<file path="src/prot_agg_pkg.sv">
// Constants for the protection trip aggregation and blocking block.
// Assumes a single system clock and an AXI4-Lite master on 32-bit data.
package prot_agg_pkg;

  localparam int NUM_ELEM = 4;
  localparam int NUM_PHASE = 4;
  localparam int NUM_BRK = 2;
  localparam int DLY_W = 16;

  // Register byte offsets.
  localparam logic [7:0] CTRL_OFS = 8'h00;
  localparam logic [7:0] ELEM_EN_OFS = 8'h04;
  localparam logic [7:0] SUPERV_OFS = 8'h08;
  localparam logic [7:0] STAGE_BLK_OFS = 8'h0c;
  localparam logic [7:0] PHASE_CAP_OFS = 8'h10;
  localparam logic [7:0] BRK_MAP_OFS = 8'h14;
  localparam logic [7:0] DELAY0_OFS = 8'h18;
  localparam logic [7:0] DELAY1_OFS = 8'h1c;
  localparam logic [7:0] DELAY2_OFS = 8'h20;
  localparam logic [7:0] DELAY3_OFS = 8'h24;
  localparam logic [7:0] STATUS_OFS = 8'h28;
  localparam logic [7:0] IRQ_STAT_OFS = 8'h2c;
  localparam logic [7:0] IRQ_MASK_OFS = 8'h30;

  // Control register fields.
  localparam int CTRL_PROT_EN = 0;
  localparam int CTRL_EXT_BLK_PERMIT = 1;
  localparam int CTRL_TRIP_PERM_BLK = 2;
  localparam int CTRL_EXT_TRIP_PERMIT = 3;

  // Interrupt status fields.
  localparam int IRQ_ALARM = 0;
  localparam int IRQ_TRIP = 1;
  localparam int IRQ_TRIP_CMD = 2;
  localparam int IRQ_BLOCKED = 3;

  // Values after reset.
  localparam logic [3:0] CTRL_RST = 4'h1;
  localparam logic [3:0] ELEM_EN_RST = 4'hf;
  localparam logic [3:0] SUPERV_RST = 4'h0;
  localparam logic [7:0] STAGE_BLK_RST = 8'h00;
  localparam logic [3:0] PHASE_CAP_RST = 4'hf;
  localparam logic [7:0] BRK_MAP_RST = 8'hff;
  localparam logic [15:0] DELAY_RST = 16'h0000;
  localparam logic [3:0] IRQ_MASK_RST = 4'h0;

  localparam logic [1:0] RESP_OKAY = 2'b00;
  localparam logic [1:0] RESP_SLVERR = 2'b10;

endpackage : prot_agg_pkg

</file>
<file path="src/prot_trip_agg.sv">
// Protection aggregation: element alarm and trip forming, general and
// per-phase ORs, gated trip commands and breaker assignment.
// Assumes fault inputs come from logic on clk_sys_i; blocking inputs are
// asynchronous pins; registers are reached over AXI4-Lite.
`timescale 1ns/1ps

// Behaviour
// - Protection disabled suppresses all alarms, trips, commands.
// - Permitted external block inputs block all protection.
// - Global permanent block suppresses only trip commands.
// - Permitted external trip block suppresses trip commands.
// - Only non-supervision elements feed the master.
// - Supervision-only elements keep states, no command.
// - Element alarm rises as soon as fault seen.
// - General alarm ORs forwarded element alarms.
// - Element trips if fault outlasts its delay.
// - General trip ORs forwarded element trips.
// - Trip command needs general trip, no blocking.
// - Phase alarms OR single-phase capable forwarded element alarms.
// - Phase trips OR single-phase capable forwarded element trips.
// - Each element has its own enable.
// - Stage permanent block suppresses its trip command.
// - Per-breaker map selects which commands trip it.
// - Stage temporary block needs permit and input.
module prot_trip_agg (
  input wire logic clk_sys_i,
  input wire logic rst_i,
  input wire logic [3:0] fault_i,
  input wire logic [3:0][3:0] fault_phase_i,
  input wire logic ext_block_input_a_i,
  input wire logic ext_block_input_b_i,
  input wire logic ext_trip_block_input_i,
  input wire logic [31:0] s_axi_awaddr_i,
  input wire logic s_axi_awvalid_i,
  output logic s_axi_awready_o,
  input wire logic [31:0] s_axi_wdata_i,
  input wire logic [3:0] s_axi_wstrb_i,
  input wire logic s_axi_wvalid_i,
  output logic s_axi_wready_o,
  output logic [1:0] s_axi_bresp_o,
  output logic s_axi_bvalid_o,
  input wire logic s_axi_bready_i,
  input wire logic [31:0] s_axi_araddr_i,
  input wire logic s_axi_arvalid_i,
  output logic s_axi_arready_o,
  output logic [31:0] s_axi_rdata_o,
  output logic [1:0] s_axi_rresp_o,
  output logic s_axi_rvalid_o,
  input wire logic s_axi_rready_i,
  output logic [3:0] elem_alarm_o,
  output logic [3:0] elem_trip_o,
  output logic gen_alarm_o,
  output logic gen_trip_o,
  output logic [3:0] phase_alarm_o,
  output logic [3:0] phase_trip_o,
  output logic [3:0] trip_command_o,
  output logic [1:0] breaker_trip_o,
  output logic prot_blocked_o,
  output logic irq_o
);

  ////////////////////////////////////////////////////////////////////////////
  logic [3:0] ctrl_q;
  logic [3:0] elem_en_q;
  logic [3:0] superv_q;
  logic [7:0] stage_blk_q;
  logic [3:0] phase_cap_q;
  logic [7:0] brk_map_q;
  logic [15:0] delay_q [prot_agg_pkg::NUM_ELEM];
  logic [15:0] cnt_q [prot_agg_pkg::NUM_ELEM];
  logic [3:0] irq_stat_q;
  logic [3:0] irq_mask_q;
  logic [2:0] sync1_q;
  logic [2:0] sync2_q;
  logic aw_hold_q;
  logic w_hold_q;
  logic [31:0] aw_addr_q;
  logic [31:0] w_data_q;
  logic [3:0] w_strb_q;
  logic prot_run;
  logic [3:0] elem_act;
  logic [3:0] fwd;
  logic [3:0] elem_alarm_d;
  logic [3:0] elem_trip_d;
  logic gen_alarm_d;
  logic gen_trip_d;
  logic [3:0] phase_alarm_d;
  logic [3:0] phase_trip_d;
  logic glob_tblk;
  logic [3:0] stage_tblk;
  logic [3:0] trip_command_d;
  logic [1:0] breaker_d;
  logic [3:0] irq_ev;
  logic [3:0] irq_clr;
  logic [3:0] irq_stat_d;
  logic wr_fire;
  logic wr_ok;
  logic [31:0] wr_val;
  logic [31:0] wr_lane;
  logic [31:0] rd_val;
  logic rd_ok;

  ////////////////////////////////////////////////////////////////////////////
  // Blocking inputs are pins, so they are synchronised before any use.
  always_ff @(posedge clk_sys_i or posedge rst_i)
  begin
    if (rst_i)
    begin
      sync1_q <= 3'h0;
      sync2_q <= 3'h0;
    end
    else
    begin
      sync1_q <= {ext_trip_block_input_i, ext_block_input_b_i,
                  ext_block_input_a_i};
      sync2_q <= sync1_q;
    end
  end

  ////////////////////////////////////////////////////////////////////////////
  assign prot_run = ctrl_q[prot_agg_pkg::CTRL_PROT_EN] &
    ~(ctrl_q[prot_agg_pkg::CTRL_EXT_BLK_PERMIT] &
      (sync2_q[0] | sync2_q[1]));
  assign elem_act = {4{prot_run}} & elem_en_q;
  assign fwd = ~superv_q;
  assign elem_alarm_d = elem_act & fault_i;
  assign gen_alarm_d = |(elem_alarm_d & fwd);
  assign gen_trip_d = |(elem_trip_d & fwd);
  assign glob_tblk = ctrl_q[prot_agg_pkg::CTRL_TRIP_PERM_BLK] |
    (ctrl_q[prot_agg_pkg::CTRL_EXT_TRIP_PERMIT] & sync2_q[2]);
  assign stage_tblk = stage_blk_q[3:0] |
    (stage_blk_q[7:4] & {4{sync2_q[2]}});
  assign trip_command_d = {4{gen_trip_d & ~glob_tblk}} &
    elem_trip_d & fwd & ~stage_tblk;

  // The trip only forms while the fault is still present at expiry.
  always_comb
  begin
    for (int e = 0; e < prot_agg_pkg::NUM_ELEM; e++)
      elem_trip_d[e] = elem_act[e] & fault_i[e] &
        (cnt_q[e] >= delay_q[e]);
  end

  always_comb
  begin
    phase_alarm_d = 4'h0;
    phase_trip_d = 4'h0;
    for (int e = 0; e < prot_agg_pkg::NUM_ELEM; e++)
    begin
      for (int p = 0; p < prot_agg_pkg::NUM_PHASE; p++)
      begin
        phase_alarm_d[p] = phase_alarm_d[p] | (elem_alarm_d[e] & fwd[e] &
          phase_cap_q[e] & fault_phase_i[e][p]);
        phase_trip_d[p] = phase_trip_d[p] | (elem_trip_d[e] & fwd[e] &
          phase_cap_q[e] & fault_phase_i[e][p]);
      end
    end
  end

  always_comb
  begin
    for (int b = 0; b < prot_agg_pkg::NUM_BRK; b++)
      breaker_d[b] = |(trip_command_d & brk_map_q[b*4 +: 4]);
  end

  // Reset delay is instantaneous: the timer restarts once the fault drops.
  always_ff @(posedge clk_sys_i or posedge rst_i)
  begin
    if (rst_i)
    begin
      for (int e = 0; e < prot_agg_pkg::NUM_ELEM; e++)
        cnt_q[e] <= 16'h0000;
    end
    else
    begin
      for (int e = 0; e < prot_agg_pkg::NUM_ELEM; e++)
      begin
        if (!(elem_act[e] && fault_i[e]))
          cnt_q[e] <= 16'h0000;
        else if (cnt_q[e] < delay_q[e])
          cnt_q[e] <= cnt_q[e] + 16'h0001;
      end
    end
  end

  always_ff @(posedge clk_sys_i or posedge rst_i)
  begin
    if (rst_i)
    begin
      elem_alarm_o <= 4'h0;
      elem_trip_o <= 4'h0;
      gen_alarm_o <= 1'b0;
      gen_trip_o <= 1'b0;
      phase_alarm_o <= 4'h0;
      phase_trip_o <= 4'h0;
      trip_command_o <= 4'h0;
      breaker_trip_o <= 2'h0;
      prot_blocked_o <= 1'b0;
    end
    else
    begin
      elem_alarm_o <= elem_alarm_d;
      elem_trip_o <= elem_trip_d;
      gen_alarm_o <= gen_alarm_d;
      gen_trip_o <= gen_trip_d;
      phase_alarm_o <= phase_alarm_d;
      phase_trip_o <= phase_trip_d;
      trip_command_o <= trip_command_d;
      breaker_trip_o <= breaker_d;
      prot_blocked_o <= ~prot_run;
    end
  end

  ////////////////////////////////////////////////////////////////////////////
  // Events are rising edges; a set in the clearing cycle wins.
  assign irq_ev = {~prot_run & ~prot_blocked_o,
                   (|trip_command_d) & ~(|trip_command_o),
                   gen_trip_d & ~gen_trip_o,
                   gen_alarm_d & ~gen_alarm_o};
  assign irq_clr = (wr_fire && wr_ok &&
                    aw_addr_q[7:0] == prot_agg_pkg::IRQ_STAT_OFS) ?
                   wr_val[3:0] : 4'h0;
  assign irq_stat_d = (irq_stat_q & ~irq_clr) | irq_ev;

  always_ff @(posedge clk_sys_i or posedge rst_i)
  begin
    if (rst_i)
    begin
      irq_stat_q <= 4'h0;
      irq_o <= 1'b0;
    end
    else
    begin
      irq_stat_q <= irq_stat_d;
      irq_o <= |(irq_stat_d & irq_mask_q);
    end
  end

  ////////////////////////////////////////////////////////////////////////////
  // One write and one read at a time; address and data in either order.
  assign wr_fire = aw_hold_q & w_hold_q & ~s_axi_bvalid_o;
  assign wr_ok = (aw_addr_q[31:8] == 24'h000000) &&
    (aw_addr_q[1:0] == 2'b00) && (aw_addr_q[7:0] <= prot_agg_pkg::IRQ_MASK_OFS)
    && (aw_addr_q[7:0] != prot_agg_pkg::STATUS_OFS);
  assign wr_lane = {{8{w_strb_q[3]}}, {8{w_strb_q[2]}},
                    {8{w_strb_q[1]}}, {8{w_strb_q[0]}}};
  assign wr_val = w_data_q & wr_lane;

  always_ff @(posedge clk_sys_i or posedge rst_i)
  begin
    if (rst_i)
    begin
      aw_hold_q <= 1'b0;
      w_hold_q <= 1'b0;
      aw_addr_q <= 32'h00000000;
      w_data_q <= 32'h00000000;
      w_strb_q <= 4'h0;
      s_axi_awready_o <= 1'b1;
      s_axi_wready_o <= 1'b1;
      s_axi_bvalid_o <= 1'b0;
      s_axi_bresp_o <= prot_agg_pkg::RESP_OKAY;
    end
    else
    begin
      if (s_axi_awvalid_i && s_axi_awready_o)
      begin
        aw_hold_q <= 1'b1;
        aw_addr_q <= s_axi_awaddr_i;
        s_axi_awready_o <= 1'b0;
      end
      if (s_axi_wvalid_i && s_axi_wready_o)
      begin
        w_hold_q <= 1'b1;
        w_data_q <= s_axi_wdata_i;
        w_strb_q <= s_axi_wstrb_i;
        s_axi_wready_o <= 1'b0;
      end
      if (wr_fire)
      begin
        s_axi_bvalid_o <= 1'b1;
        s_axi_bresp_o <= wr_ok ? prot_agg_pkg::RESP_OKAY :
                                 prot_agg_pkg::RESP_SLVERR;
      end
      if (s_axi_bvalid_o && s_axi_bready_i)
      begin
        s_axi_bvalid_o <= 1'b0;
        aw_hold_q <= 1'b0;
        w_hold_q <= 1'b0;
        s_axi_awready_o <= 1'b1;
        s_axi_wready_o <= 1'b1;
      end
    end
  end

  always_ff @(posedge clk_sys_i or posedge rst_i)
  begin
    if (rst_i)
    begin
      ctrl_q <= prot_agg_pkg::CTRL_RST;
      elem_en_q <= prot_agg_pkg::ELEM_EN_RST;
      superv_q <= prot_agg_pkg::SUPERV_RST;
      stage_blk_q <= prot_agg_pkg::STAGE_BLK_RST;
      phase_cap_q <= prot_agg_pkg::PHASE_CAP_RST;
      brk_map_q <= prot_agg_pkg::BRK_MAP_RST;
      irq_mask_q <= prot_agg_pkg::IRQ_MASK_RST;
      for (int e = 0; e < prot_agg_pkg::NUM_ELEM; e++)
        delay_q[e] <= prot_agg_pkg::DELAY_RST;
    end
    else if (wr_fire && wr_ok)
    begin
      unique case (aw_addr_q[7:0])
        prot_agg_pkg::CTRL_OFS:
          ctrl_q <= wr_val[3:0] | (ctrl_q & ~wr_lane[3:0]);
        prot_agg_pkg::ELEM_EN_OFS:
          elem_en_q <= wr_val[3:0] | (elem_en_q & ~wr_lane[3:0]);
        prot_agg_pkg::SUPERV_OFS:
          superv_q <= wr_val[3:0] | (superv_q & ~wr_lane[3:0]);
        prot_agg_pkg::STAGE_BLK_OFS:
          stage_blk_q <= wr_val[7:0] | (stage_blk_q & ~wr_lane[7:0]);
        prot_agg_pkg::PHASE_CAP_OFS:
          phase_cap_q <= wr_val[3:0] | (phase_cap_q & ~wr_lane[3:0]);
        prot_agg_pkg::BRK_MAP_OFS:
          brk_map_q <= wr_val[7:0] | (brk_map_q & ~wr_lane[7:0]);
        prot_agg_pkg::DELAY0_OFS:
          delay_q[0] <= wr_val[15:0] | (delay_q[0] & ~wr_lane[15:0]);
        prot_agg_pkg::DELAY1_OFS:
          delay_q[1] <= wr_val[15:0] | (delay_q[1] & ~wr_lane[15:0]);
        prot_agg_pkg::DELAY2_OFS:
          delay_q[2] <= wr_val[15:0] | (delay_q[2] & ~wr_lane[15:0]);
        prot_agg_pkg::DELAY3_OFS:
          delay_q[3] <= wr_val[15:0] | (delay_q[3] & ~wr_lane[15:0]);
        prot_agg_pkg::IRQ_MASK_OFS:
          irq_mask_q <= wr_val[3:0] | (irq_mask_q & ~wr_lane[3:0]);
        default:
          irq_mask_q <= irq_mask_q;
      endcase
    end
  end

  always_comb
  begin
    rd_ok = (s_axi_araddr_i[31:8] == 24'h000000) &&
      (s_axi_araddr_i[1:0] == 2'b00);
    unique case (s_axi_araddr_i[7:0])
      prot_agg_pkg::CTRL_OFS: rd_val = {28'h0, ctrl_q};
      prot_agg_pkg::ELEM_EN_OFS: rd_val = {28'h0, elem_en_q};
      prot_agg_pkg::SUPERV_OFS: rd_val = {28'h0, superv_q};
      prot_agg_pkg::STAGE_BLK_OFS: rd_val = {24'h0, stage_blk_q};
      prot_agg_pkg::PHASE_CAP_OFS: rd_val = {28'h0, phase_cap_q};
      prot_agg_pkg::BRK_MAP_OFS: rd_val = {24'h0, brk_map_q};
      prot_agg_pkg::DELAY0_OFS: rd_val = {16'h0, delay_q[0]};
      prot_agg_pkg::DELAY1_OFS: rd_val = {16'h0, delay_q[1]};
      prot_agg_pkg::DELAY2_OFS: rd_val = {16'h0, delay_q[2]};
      prot_agg_pkg::DELAY3_OFS: rd_val = {16'h0, delay_q[3]};
      prot_agg_pkg::STATUS_OFS:
        rd_val = {7'h00, breaker_trip_o, prot_blocked_o, trip_command_o,
                  gen_trip_o, gen_alarm_o, phase_trip_o, phase_alarm_o,
                  elem_trip_o, elem_alarm_o};
      prot_agg_pkg::IRQ_STAT_OFS: rd_val = {28'h0, irq_stat_q};
      prot_agg_pkg::IRQ_MASK_OFS: rd_val = {28'h0, irq_mask_q};
      default:
      begin
        rd_val = 32'h00000000;
        rd_ok = 1'b0;
      end
    endcase
  end

  always_ff @(posedge clk_sys_i or posedge rst_i)
  begin
    if (rst_i)
    begin
      s_axi_arready_o <= 1'b1;
      s_axi_rvalid_o <= 1'b0;
      s_axi_rdata_o <= 32'h00000000;
      s_axi_rresp_o <= prot_agg_pkg::RESP_OKAY;
    end
    else if (s_axi_arvalid_i && s_axi_arready_o)
    begin
      s_axi_arready_o <= 1'b0;
      s_axi_rvalid_o <= 1'b1;
      s_axi_rdata_o <= rd_ok ? rd_val : 32'h00000000;
      s_axi_rresp_o <= rd_ok ? prot_agg_pkg::RESP_OKAY :
                               prot_agg_pkg::RESP_SLVERR;
    end
    else if (s_axi_rvalid_o && s_axi_rready_i)
    begin
      s_axi_rvalid_o <= 1'b0;
      s_axi_arready_o <= 1'b1;
    end
  end
endmodule : prot_trip_agg

</file>
<file path="config.mk">
export PLATFORM = sky130hd
export DESIGN_NAME = prot_trip_agg
export DESIGN_NICKNAME = d
export VERILOG_FILES = /design/src/prot_agg_pkg.sv /design/src/prot_trip_agg.sv
export SDC_FILE = /design/constraint.sdc
export NUM_CORES = 1
export LEC_CHECK = 0
export BUFFER_PORTS_ARGS = -buffer_cell sky130_fd_sc_hd__buf_2
export CAP_MARGIN = 30
export CORE_ASPECT_RATIO = 0.5
export CORE_UTILIZATION = 60
export CTS_CLUSTER_DIAMETER = 200
export DETAILED_ROUTE_END_ITERATION = 16
export PLACE_DENSITY = 0.83
export SYNTH_ARGS = -nofsm -noshare
export SYNTH_HDL_FRONTEND = slang
export SYNTH_SLANG_ARGS = --single-unit
</file>
<file path="constraint.sdc">
create_clock -name clk_sys_i -period 18.3 [get_ports clk_sys_i]
set_input_delay 2.745 -clock clk_sys_i [delete_from_list [all_inputs] [get_ports clk_sys_i]]
set_output_delay 2.745 -clock clk_sys_i [all_outputs]
set_load 0.02 [all_outputs]
</file>
==> run_results.csv, run 1 <==
group,metric,value,unit
global_route,grt_use_met2,51.6,%
floorplanning,die_h,111,µm
logic_synthesis,synthAdderAreaFrac,5.96,%
power,p_sw,415,µW
sta,worst_pin_slew,1.06,ns
logic_synthesis,synth_area_leaders,"dfrtp_1 (46%), mux2_2 (11%), ha_1 (6.0%)",
power,swShare,28.0,%
floorplanning,start_util,61.8,%
setup_path,crit_slowest_cell,"nor2_1",
sta,slew_violations,0,
global_route,track_usage,33.1,%
logic_synthesis,synth-simple-area-share,13.1,%
global_route,first_global_vias,11300,
setup_path,critPathKind,"primary input to flip-flop",
clocking,path_clk_slew,0.07,ns
sta,setup_viol,0,
power,p_int,1.07,mW
clocking,clock_path_buffers,3,
sta,grt_setup_unrepaired,"false",
logic_synthesis,avgSynthCellArea,11.1,µm²
logic_synthesis,ys_async_sr_fraction,100,%
clocking,ctsHoldBuffers,0,
min_path,whs_endpoint,"sync2_q[1]",
sta,period_needed,4.90,ns
setup_path,start_kind,"primary input",
logic_synthesis,synth_cell_types,76,
global_route,grt_max_degree,126,
min_path,min_path_type,"flip-flop to flip-flop",
logic_synthesis,synth-edff-count,0,
clocking,root_buffer,"clkbuf_16",
final_layout,n_antenna_cell,0,
outcome,violations,"DRC",
setup_path,required,18.78,ns
clocking,cts_made_buffers,25,
sta,finalSetupTns,0,ns
setup_path,reg2reg_depth,9,
floorplanning,ioPinCount,197,
logic_synthesis,synth-xor-area-share,2.27,%
logic_synthesis,postSynthCellCount,1285,
logic_synthesis,yosysSeqAreaShare,50.0,%
routing,dr.pass1.iters,12,
global_route,grt_use_met1,47.3,%
global_route,grt-busiest-layer,"met2",
power,ir_worst_vdd,117,µV
routing,vias,11300,
logic_synthesis,synth_area,14300,µm²
setup_path,end_kind,"flip-flop",
clocking,clk_latency,0.55,ns
sta,fmax,0.204,GHz
setup_path,cp.arrival,5.38,ns
power,leakagePower,7.75,nW
routing,wl_per_cell,22.2,µm
placed_design,gp_congestion,1.07,
setup_path,reg2reg_slack,14.49,ns
floorplanning,core,23100,µm²
final_layout,finish.net_count,1653,
placed_design,port_buffers,169,
sta,hold_violations,0,
logic_synthesis,yosysMostFrequentCell,"dfrtp_1",
min_path,min_path_cells,0,
outcome,status,"finished with violations",
logic_synthesis,yosysWarnings,0,
final_layout,fillers,1657,
logic_synthesis,synthTopCellsByCount,"dfrtp_1 (264), mux2_2 (145), inv_1 (86), nand2_1 (79), nor2_1 (77)",
final_layout,final_area,16300,µm²
routing,drtIter0Drc,1370,
routing,postRouteAntennaNets,0,
final_layout,drive_above_1_share,27.4,%
routing,vias_per_cell,6.36,
logic_synthesis,synth_top_family_by_area,"simple AND/OR/NAND/NOR gates",
sta,min_period_over_period,26.8,%
setup_path,crit_path_cell_trace,"buf_2, nor4_1, nand3_1, nor2_1, a222oi_1, a31oi_1, a21o_1",
logic_synthesis,synth_mux_area_share,12.4,%
min_path,min_from,"sync1_q[1]",
logic_synthesis,ys.flop_type,"dfrtp_1",
final_layout,flow.area_growth_from_synthesis,14.4,%
sta,fin_skew,0.0202,ns
sta,fin_hold_ws,0.350,ns
logic_synthesis,yosys.area.top_type_share,46.3,%
clocking,cts_max_level,1,
logic_synthesis,synth-compound-area-share,12.3,%
power,pwr-share-clk,35.9,%
placed_design,dpl_cell_area,15500,µm²
floorplanning,die-area,24400,µm²
global_route,grt_use_met3,8.56,%
clocking,tritoncts,"done",
clocking,postCtsSetupBuffers,0,
placed_design,dp_slack,12.92,ns
setup_path,cp_slowest_stage_delay,0.74,ns
floorplanning,die_x,220,µm
clocking,post_cts_resized,0,
logic_synthesis,synth_top_cell_by_area,"dfrtp_1",
power,power_frac_seq,53.6,%
floorplanning,rows,39,
sta,relSlewSlack,29.4,%
global_route,grt.overflow.total,0,
run,drv_cap,0,
power,combPwrFrac,10.5,%
routing,wirelength,39500,µm
routing,drc,3,
power,power_density,90.9,nW/µm²
placed_design,hpwlAfterDp,29000,µm
clocking,cts_sinks,284,
setup_path,critical_path.max_fanout,12,
logic_synthesis,synth-seq-cells,284,
sta,setup_ws,13.40,ns
global_route,antenna_found_initial,0,
global_route,grt_pass1_wl,62500,µm
setup_path,reg2reg_to,"cnt_q[28]",
routing by layer:
| metal | part of all wire (%) | wire length, µm | vias up |
|---|---|---|---|
| met4 | 1.7 | 677 | 0 |
| met5 | 0 | 0 | - |
| li1 | - | - | 5061 |
| met3 | 10 | 4100 | 70 |
| met1 | 42 | 16700 | 5675 |
| met2 | 46 | 18000 | 510 |
cells in the final DEF, fill, tap and decap left out, types with 11 or more instances in the layout:
cell type	count
a31oi_1	11
ha_1	68
and3_1	20
nor4_1	21
dfstp_2	20
nor2_1	77
a21oi_1	57
a22o_1	11
clkbuf_16	25
a222oi_1	16
nand4_1	41
dfrtp_1	264
nand3_1	32
xor2_1	31
buf_2	171
inv_1	85
o21ai_0	36
nor3_1	12
nand2_1	79
and2_1	15
a22oi_1	25
mux2_2	145
or3_1	13
a21o_1	18
cell families after synthesis:
logic type / after synthesis
other: 1
adders and majority gates: 68
AOI/OAI and AO/OA: 246
and+or+nand+nor: 354
muxes: 156
DFF: 284
buffers and inverters: 139
xor gates and xnor gates: 37
stage by stage:
stage / util (%) / total power [mW] / instances
detailed placement: 67.0 / 0.952 / 1731
global placement: 66.6 / 0.934 / 1725
finish: 70.7 / 1.48 / 1780
floorplan: - / 0.865 / 1293
global route: 70.7 / 1.53 / 1780
CTS: 70.4 / 1.48 / 1776
final cells by class:
type / count / area (µm²) / share of cell area [%]
sequential: 284 / 7130 / 43.7
multi-input combinational: 870 / 6610 / 40.5
timing repair buffer: 187 / 1060 / 6.51
clock buffer: 41 / 756 / 4.63
tap: 307 / 384 / 2.35
inverter: 87 / 334 / 2.05
clock inverter: 4 / 45.0 / 0.276
worst max path at each step:
| stage | slack (ns) | startpoint | to | cells past startpoint |
|---|---|---|---|---|
| after detailed placement | 12.92 | s_axi_araddr_i[9] | s_axi_rdata_o[19] | 8 |
| after global placement | 12.75 | s_axi_araddr_i[16] | s_axi_rdata_o[21] | 7 |
| final | 13.40 | s_axi_araddr_i[2] | s_axi_rdata_o[7] | 7 |
| after floorplan | 7.75 | rst_i | asynchronous set/reset pin | 1 |
| after global routing | 13.18 | s_axi_araddr_i[13] | s_axi_rdata_o[20] | 8 |
| after CTS | 13.46 | s_axi_araddr_i[9] | s_axi_rdata_o[19] | 8 |
power groups by stage:
| stage | sequential (mW) | combinational (mW) | clock [mW] |
|---|---|---|---|
| after global routing | 0.801 | 0.169 | 0.558 |
| after global placement | 0.793 | 0.142 | 0 |
| after floorplan | 0.745 | 0.120 | 0 |
| final | 0.795 | 0.155 | 0.533 |
| after CTS | 0.789 | 0.153 | 0.533 |
| after detailed placement | 0.800 | 0.151 | 0 |
critical path: cells and delay by family:
family	cells	cell delay [ns]
AND/OR/NAND/NOR	3	1.58
AO/OA/AOI/OAI	3	0.88
buffers and inverters	1	0.17
(Power assumes the default switching activity.)
==> inputs of run 2 (changes only) <==
--- a/config.mk
+++ b/config.mk
@@ -5,13 +5,14 @@
 export SDC_FILE = /design/constraint.sdc
 export NUM_CORES = 1
 export LEC_CHECK = 0
+export ABC_AREA = 1
 export BUFFER_PORTS_ARGS = -buffer_cell sky130_fd_sc_hd__buf_2
 export CAP_MARGIN = 30
 export CORE_ASPECT_RATIO = 0.5
-export CORE_UTILIZATION = 60
+export CORE_UTILIZATION = 53
 export CTS_CLUSTER_DIAMETER = 200
 export DETAILED_ROUTE_END_ITERATION = 16
-export PLACE_DENSITY = 0.83
+export PLACE_DENSITY = 0.77
 export SYNTH_ARGS = -nofsm -noshare
 export SYNTH_HDL_FRONTEND = slang
 export SYNTH_SLANG_ARGS = --single-unit
==> constraint.sdc (replaced) <==
create_clock -name clk_sys_i -period 4.3 [get_ports clk_sys_i]
set_input_delay 0.645 -clock clk_sys_i [delete_from_list [all_inputs] [get_ports clk_sys_i]]
set_output_delay 0.645 -clock clk_sys_i [all_outputs]
set_load 0.02 [all_outputs]
==> run 2 against run 1 <==
  * The run now ends clean
  * Area after synthesis grew 3.6%
  * Highest routed layer unchanged
  * Non-clock buffer count shrank 9
  * Power rose to 4.4 times the previous value
  * Core utilization fell by 8.0 points
  * Synthesized cell count increased by 38%
  * Routed wire length increased by 3.8%
  * Combinational power rose to 5.6 times the previous value
  * Clock power rose to 4.6 times the previous value
  * Via count increased by 13%
  * Final cell count up 31%
  * Critical endpoint is now irq_o
  * Die area up 17%
  * Critical path type is now flip-flop to flip-flop
  * Sequential power increased to 4.0 times the previous value
==> run_results.csv, run 2 <==
group,metric,value,unit
outcome,status,"completed",
clocking,cts_made_buffers,26,
setup_path,crit_path_cell_trace,"inv_1, ha_1, a21oi_1, nor2_1, nor2_1, nand2_1, nand2_1, nand3_1, nand3_2, nand2_1, nor2_1, nor2_1, o21ai_0, nand2_1, nand2_1, nand2_1, nand2_1, nand2_1",
final_layout,final_area,16900,µm²
clocking,clk_latency,0.55,ns
clocking,cts_sinks,284,
routing,drtIter0Drc,1517,
global_route,track_usage,29.7,%
routing,wirelength,41000,µm
logic_synthesis,ys.flop_type,"dfrtp_1",
placed_design,hpwlAfterDp,31000,µm
clocking,ctsHoldBuffers,0,
final_layout,n_antenna_cell,0,
clocking,post_cts_resized,0,
logic_synthesis,yosys.area.top_type_share,44.7,%
logic_synthesis,ys_async_sr_fraction,100,%
logic_synthesis,synth-edff-count,0,
global_route,grt_pass1_wl,65200,µm
routing,vias_per_cell,5.47,
floorplanning,die_h,120,µm
routing,postRouteAntennaNets,0,
floorplanning,ioPinCount,197,
setup_path,critPathKind,"flip-flop to flip-flop",
sta,hold_violations,0,
setup_path,end_kind,"flip-flop",
routing,vias,12800,
routing,wl_per_cell,17.6,µm
logic_synthesis,synth_cell_types,61,
sta,grt_setup_unrepaired,"false",
sta,fmax,0.372,GHz
sta,worst_pin_slew,0.946,ns
logic_synthesis,postSynthCellCount,1767,
setup_path,reg2reg_depth,18,
setup_path,required,4.73,ns
final_layout,fillers,2371,
global_route,first_global_vias,12000,
logic_synthesis,synthTopCellsByCount,"nand2_1 (420), inv_1 (266), dfrtp_1 (264), o21ai_0 (132), nor2_1 (113)",
sta,setup_viol,0,
final_layout,finish.net_count,2135,
clocking,tritoncts,"done",
power,leakagePower,8.17,nW
logic_synthesis,synth_area_leaders,"dfrtp_1 (45%), nand2_1 (11%), inv_1 (6.8%)",
floorplanning,die_x,238,µm
setup_path,path_common_cell,"nand2_1",
setup_path,start_kind,"flip-flop",
sta,min_period_over_period,62.6,%
power,ir_worst_vdd,364,µV
global_route,grt.overflow.total,0,
clocking,clock_path_buffers,3,
setup_path,cp_slowest_stage_delay,0.38,ns
sta,slew_violations,0,
routing,drc,0,
logic_synthesis,yosysMostFrequentCell,"nand2_1",
final_layout,flow.area_growth_from_synthesis,14.2,%
sta,relSlewSlack,36.4,%
clocking,root_buffer,"clkbuf_16",
setup_path,critical_path.max_fanout,4,
clocking,cts_max_level,1,
routing,dr.pass1.iters,6,
floorplanning,start_util,54.9,%
global_route,antenna_found_initial,0,
run,drv_cap,0,
logic_synthesis,synth_top_cell_by_area,"dfrtp_1",
setup_path,reg2reg_slack,1.61,ns
placed_design,gp_congestion,0.977,
logic_synthesis,yosysSeqAreaShare,48.2,%
floorplanning,die-area,28600,µm²
placed_design,port_buffers,169,
setup_path,crit_slowest_cell,"dfrtp_1",
final_layout,final_common_cell,"nand2_1",
placed_design,dpl_cell_area,16000,µm²
sta,fin_skew,0.0189,ns
power,power_density,384,nW/µm²
sta,period_needed,2.69,ns
logic_synthesis,synth-seq-cells,284,
logic_synthesis,yosysWarnings,0,
floorplanning,core,26900,µm²
sta,fin_hold_ws,0.0609,ns
min_path,min_path_type,"primary input to asynchronous set/reset pin",
final_layout,final_cell_mix,"nand2_1 (420), inv_1 (265), dfrtp_1 (264)",
setup_path,cp.arrival,3.12,ns
clocking,path_clk_slew,0.06,ns
global_route,grt_max_degree,151,
final_layout,drive_above_1_share,16.7,%
setup_path,reg2reg_to,"irq_o",
floorplanning,rows,42,
logic_synthesis,avgSynthCellArea,8.37,µm²
clocking,postCtsSetupBuffers,0,
logic_synthesis,synth_area,14800,µm²
## run 2: cell types whose count changed in the layout (fill, tap and decap cells not counted), moves of 21 or more
cell	previous run	this run
o21ai_0	36	132
a22oi_1	25	2
mux2_2	145	0
o21ai_1	0	42
a21oi_1	57	78
xor2_1	31	3
nor2_1	77	112
inv_1	85	265
nand2_1	79	420
## run 2: through the flow
stage	worst slack [ns]	utilization [%]	TNS, ns	std cells	total power, mW
floorplan	-0.0919	-	-24.27	1775	3.70
global placement	1.37	59.3	0	2282	4.03
detailed placement	1.32	59.4	0	2283	4.06
CTS	1.62	62.7	0	2331	6.49
global route	1.30	62.7	0	2331	6.76
finish	1.61	62.7	0	2331	6.48
## run 2: power breakdown
part           internal, mW  switching [mW]  leakage, nW  total, mW
registers              2.93           0.230         3.76       3.16
logic                 0.241           0.630         3.97      0.871
clock network          1.42            1.03        0.446       2.45
total                  4.59            1.89         8.17       6.48
## run 2: final cells by class
cell class                 count  area [µm²]  area share, %
clock inverter                10         129          0.763
tap                          374         468           2.77
clock buffer                  38         767           4.54
multi-input combinational   1167        6380           37.8
timing repair buffer         178         946           5.60
inverter                     280        1060           6.29
sequential                   284        7130           42.2
## run 2: kinds of logic (layout without fill, tap and decap cells)
logic type	Yosys count	in the layout	synth area share [%]
adder cells (fa/ha/maj)	68	68	5.75
flip-flops	284	284	48.2
XOR/XNOR	5	5	0.296
AO/OA/AOI/OAI	338	338	13.1
other	1	9	0.0254
AND/OR/NAND/NOR	738	738	23.1
multiplexers	9	9	0.609
buffers and inverters	324	506	8.84
## run 2: per-layer routing
metal,up-vias,global-route usage [%],routed length (µm)
met4,0,6.37,813
met5,-,0,0
met2,509,44.2,17600
met1,6059,43.3,18400
li1,6115,-,-
met3,71,7.96,4090
## run 2: critical path, delay by kind of cell, from the launching register on
kind            cells  cell delay [ns]
simple gates       14             1.49
flops               1             0.38
fa+ha+maj           1             0.29
buf+inv             1             0.20
compound gates      2             0.23
## run 2: how the worst max path moves through the flow
stage	start	end	slack [ns]
6_report	flip-flop	irq_o	1.61
5_1_grt	flip-flop	irq_o	1.30
4_1_cts	flip-flop	breaker_trip_o[1]	1.62
3_5_place_dp	s_axi_araddr_i[1]	s_axi_rdata_o[15]	1.32
3_3_place_gp	s_axi_araddr_i[1]	s_axi_rdata_o[14]	1.37
2_1_floorplan	rst_i	asynchronous set/reset pin	-0.09
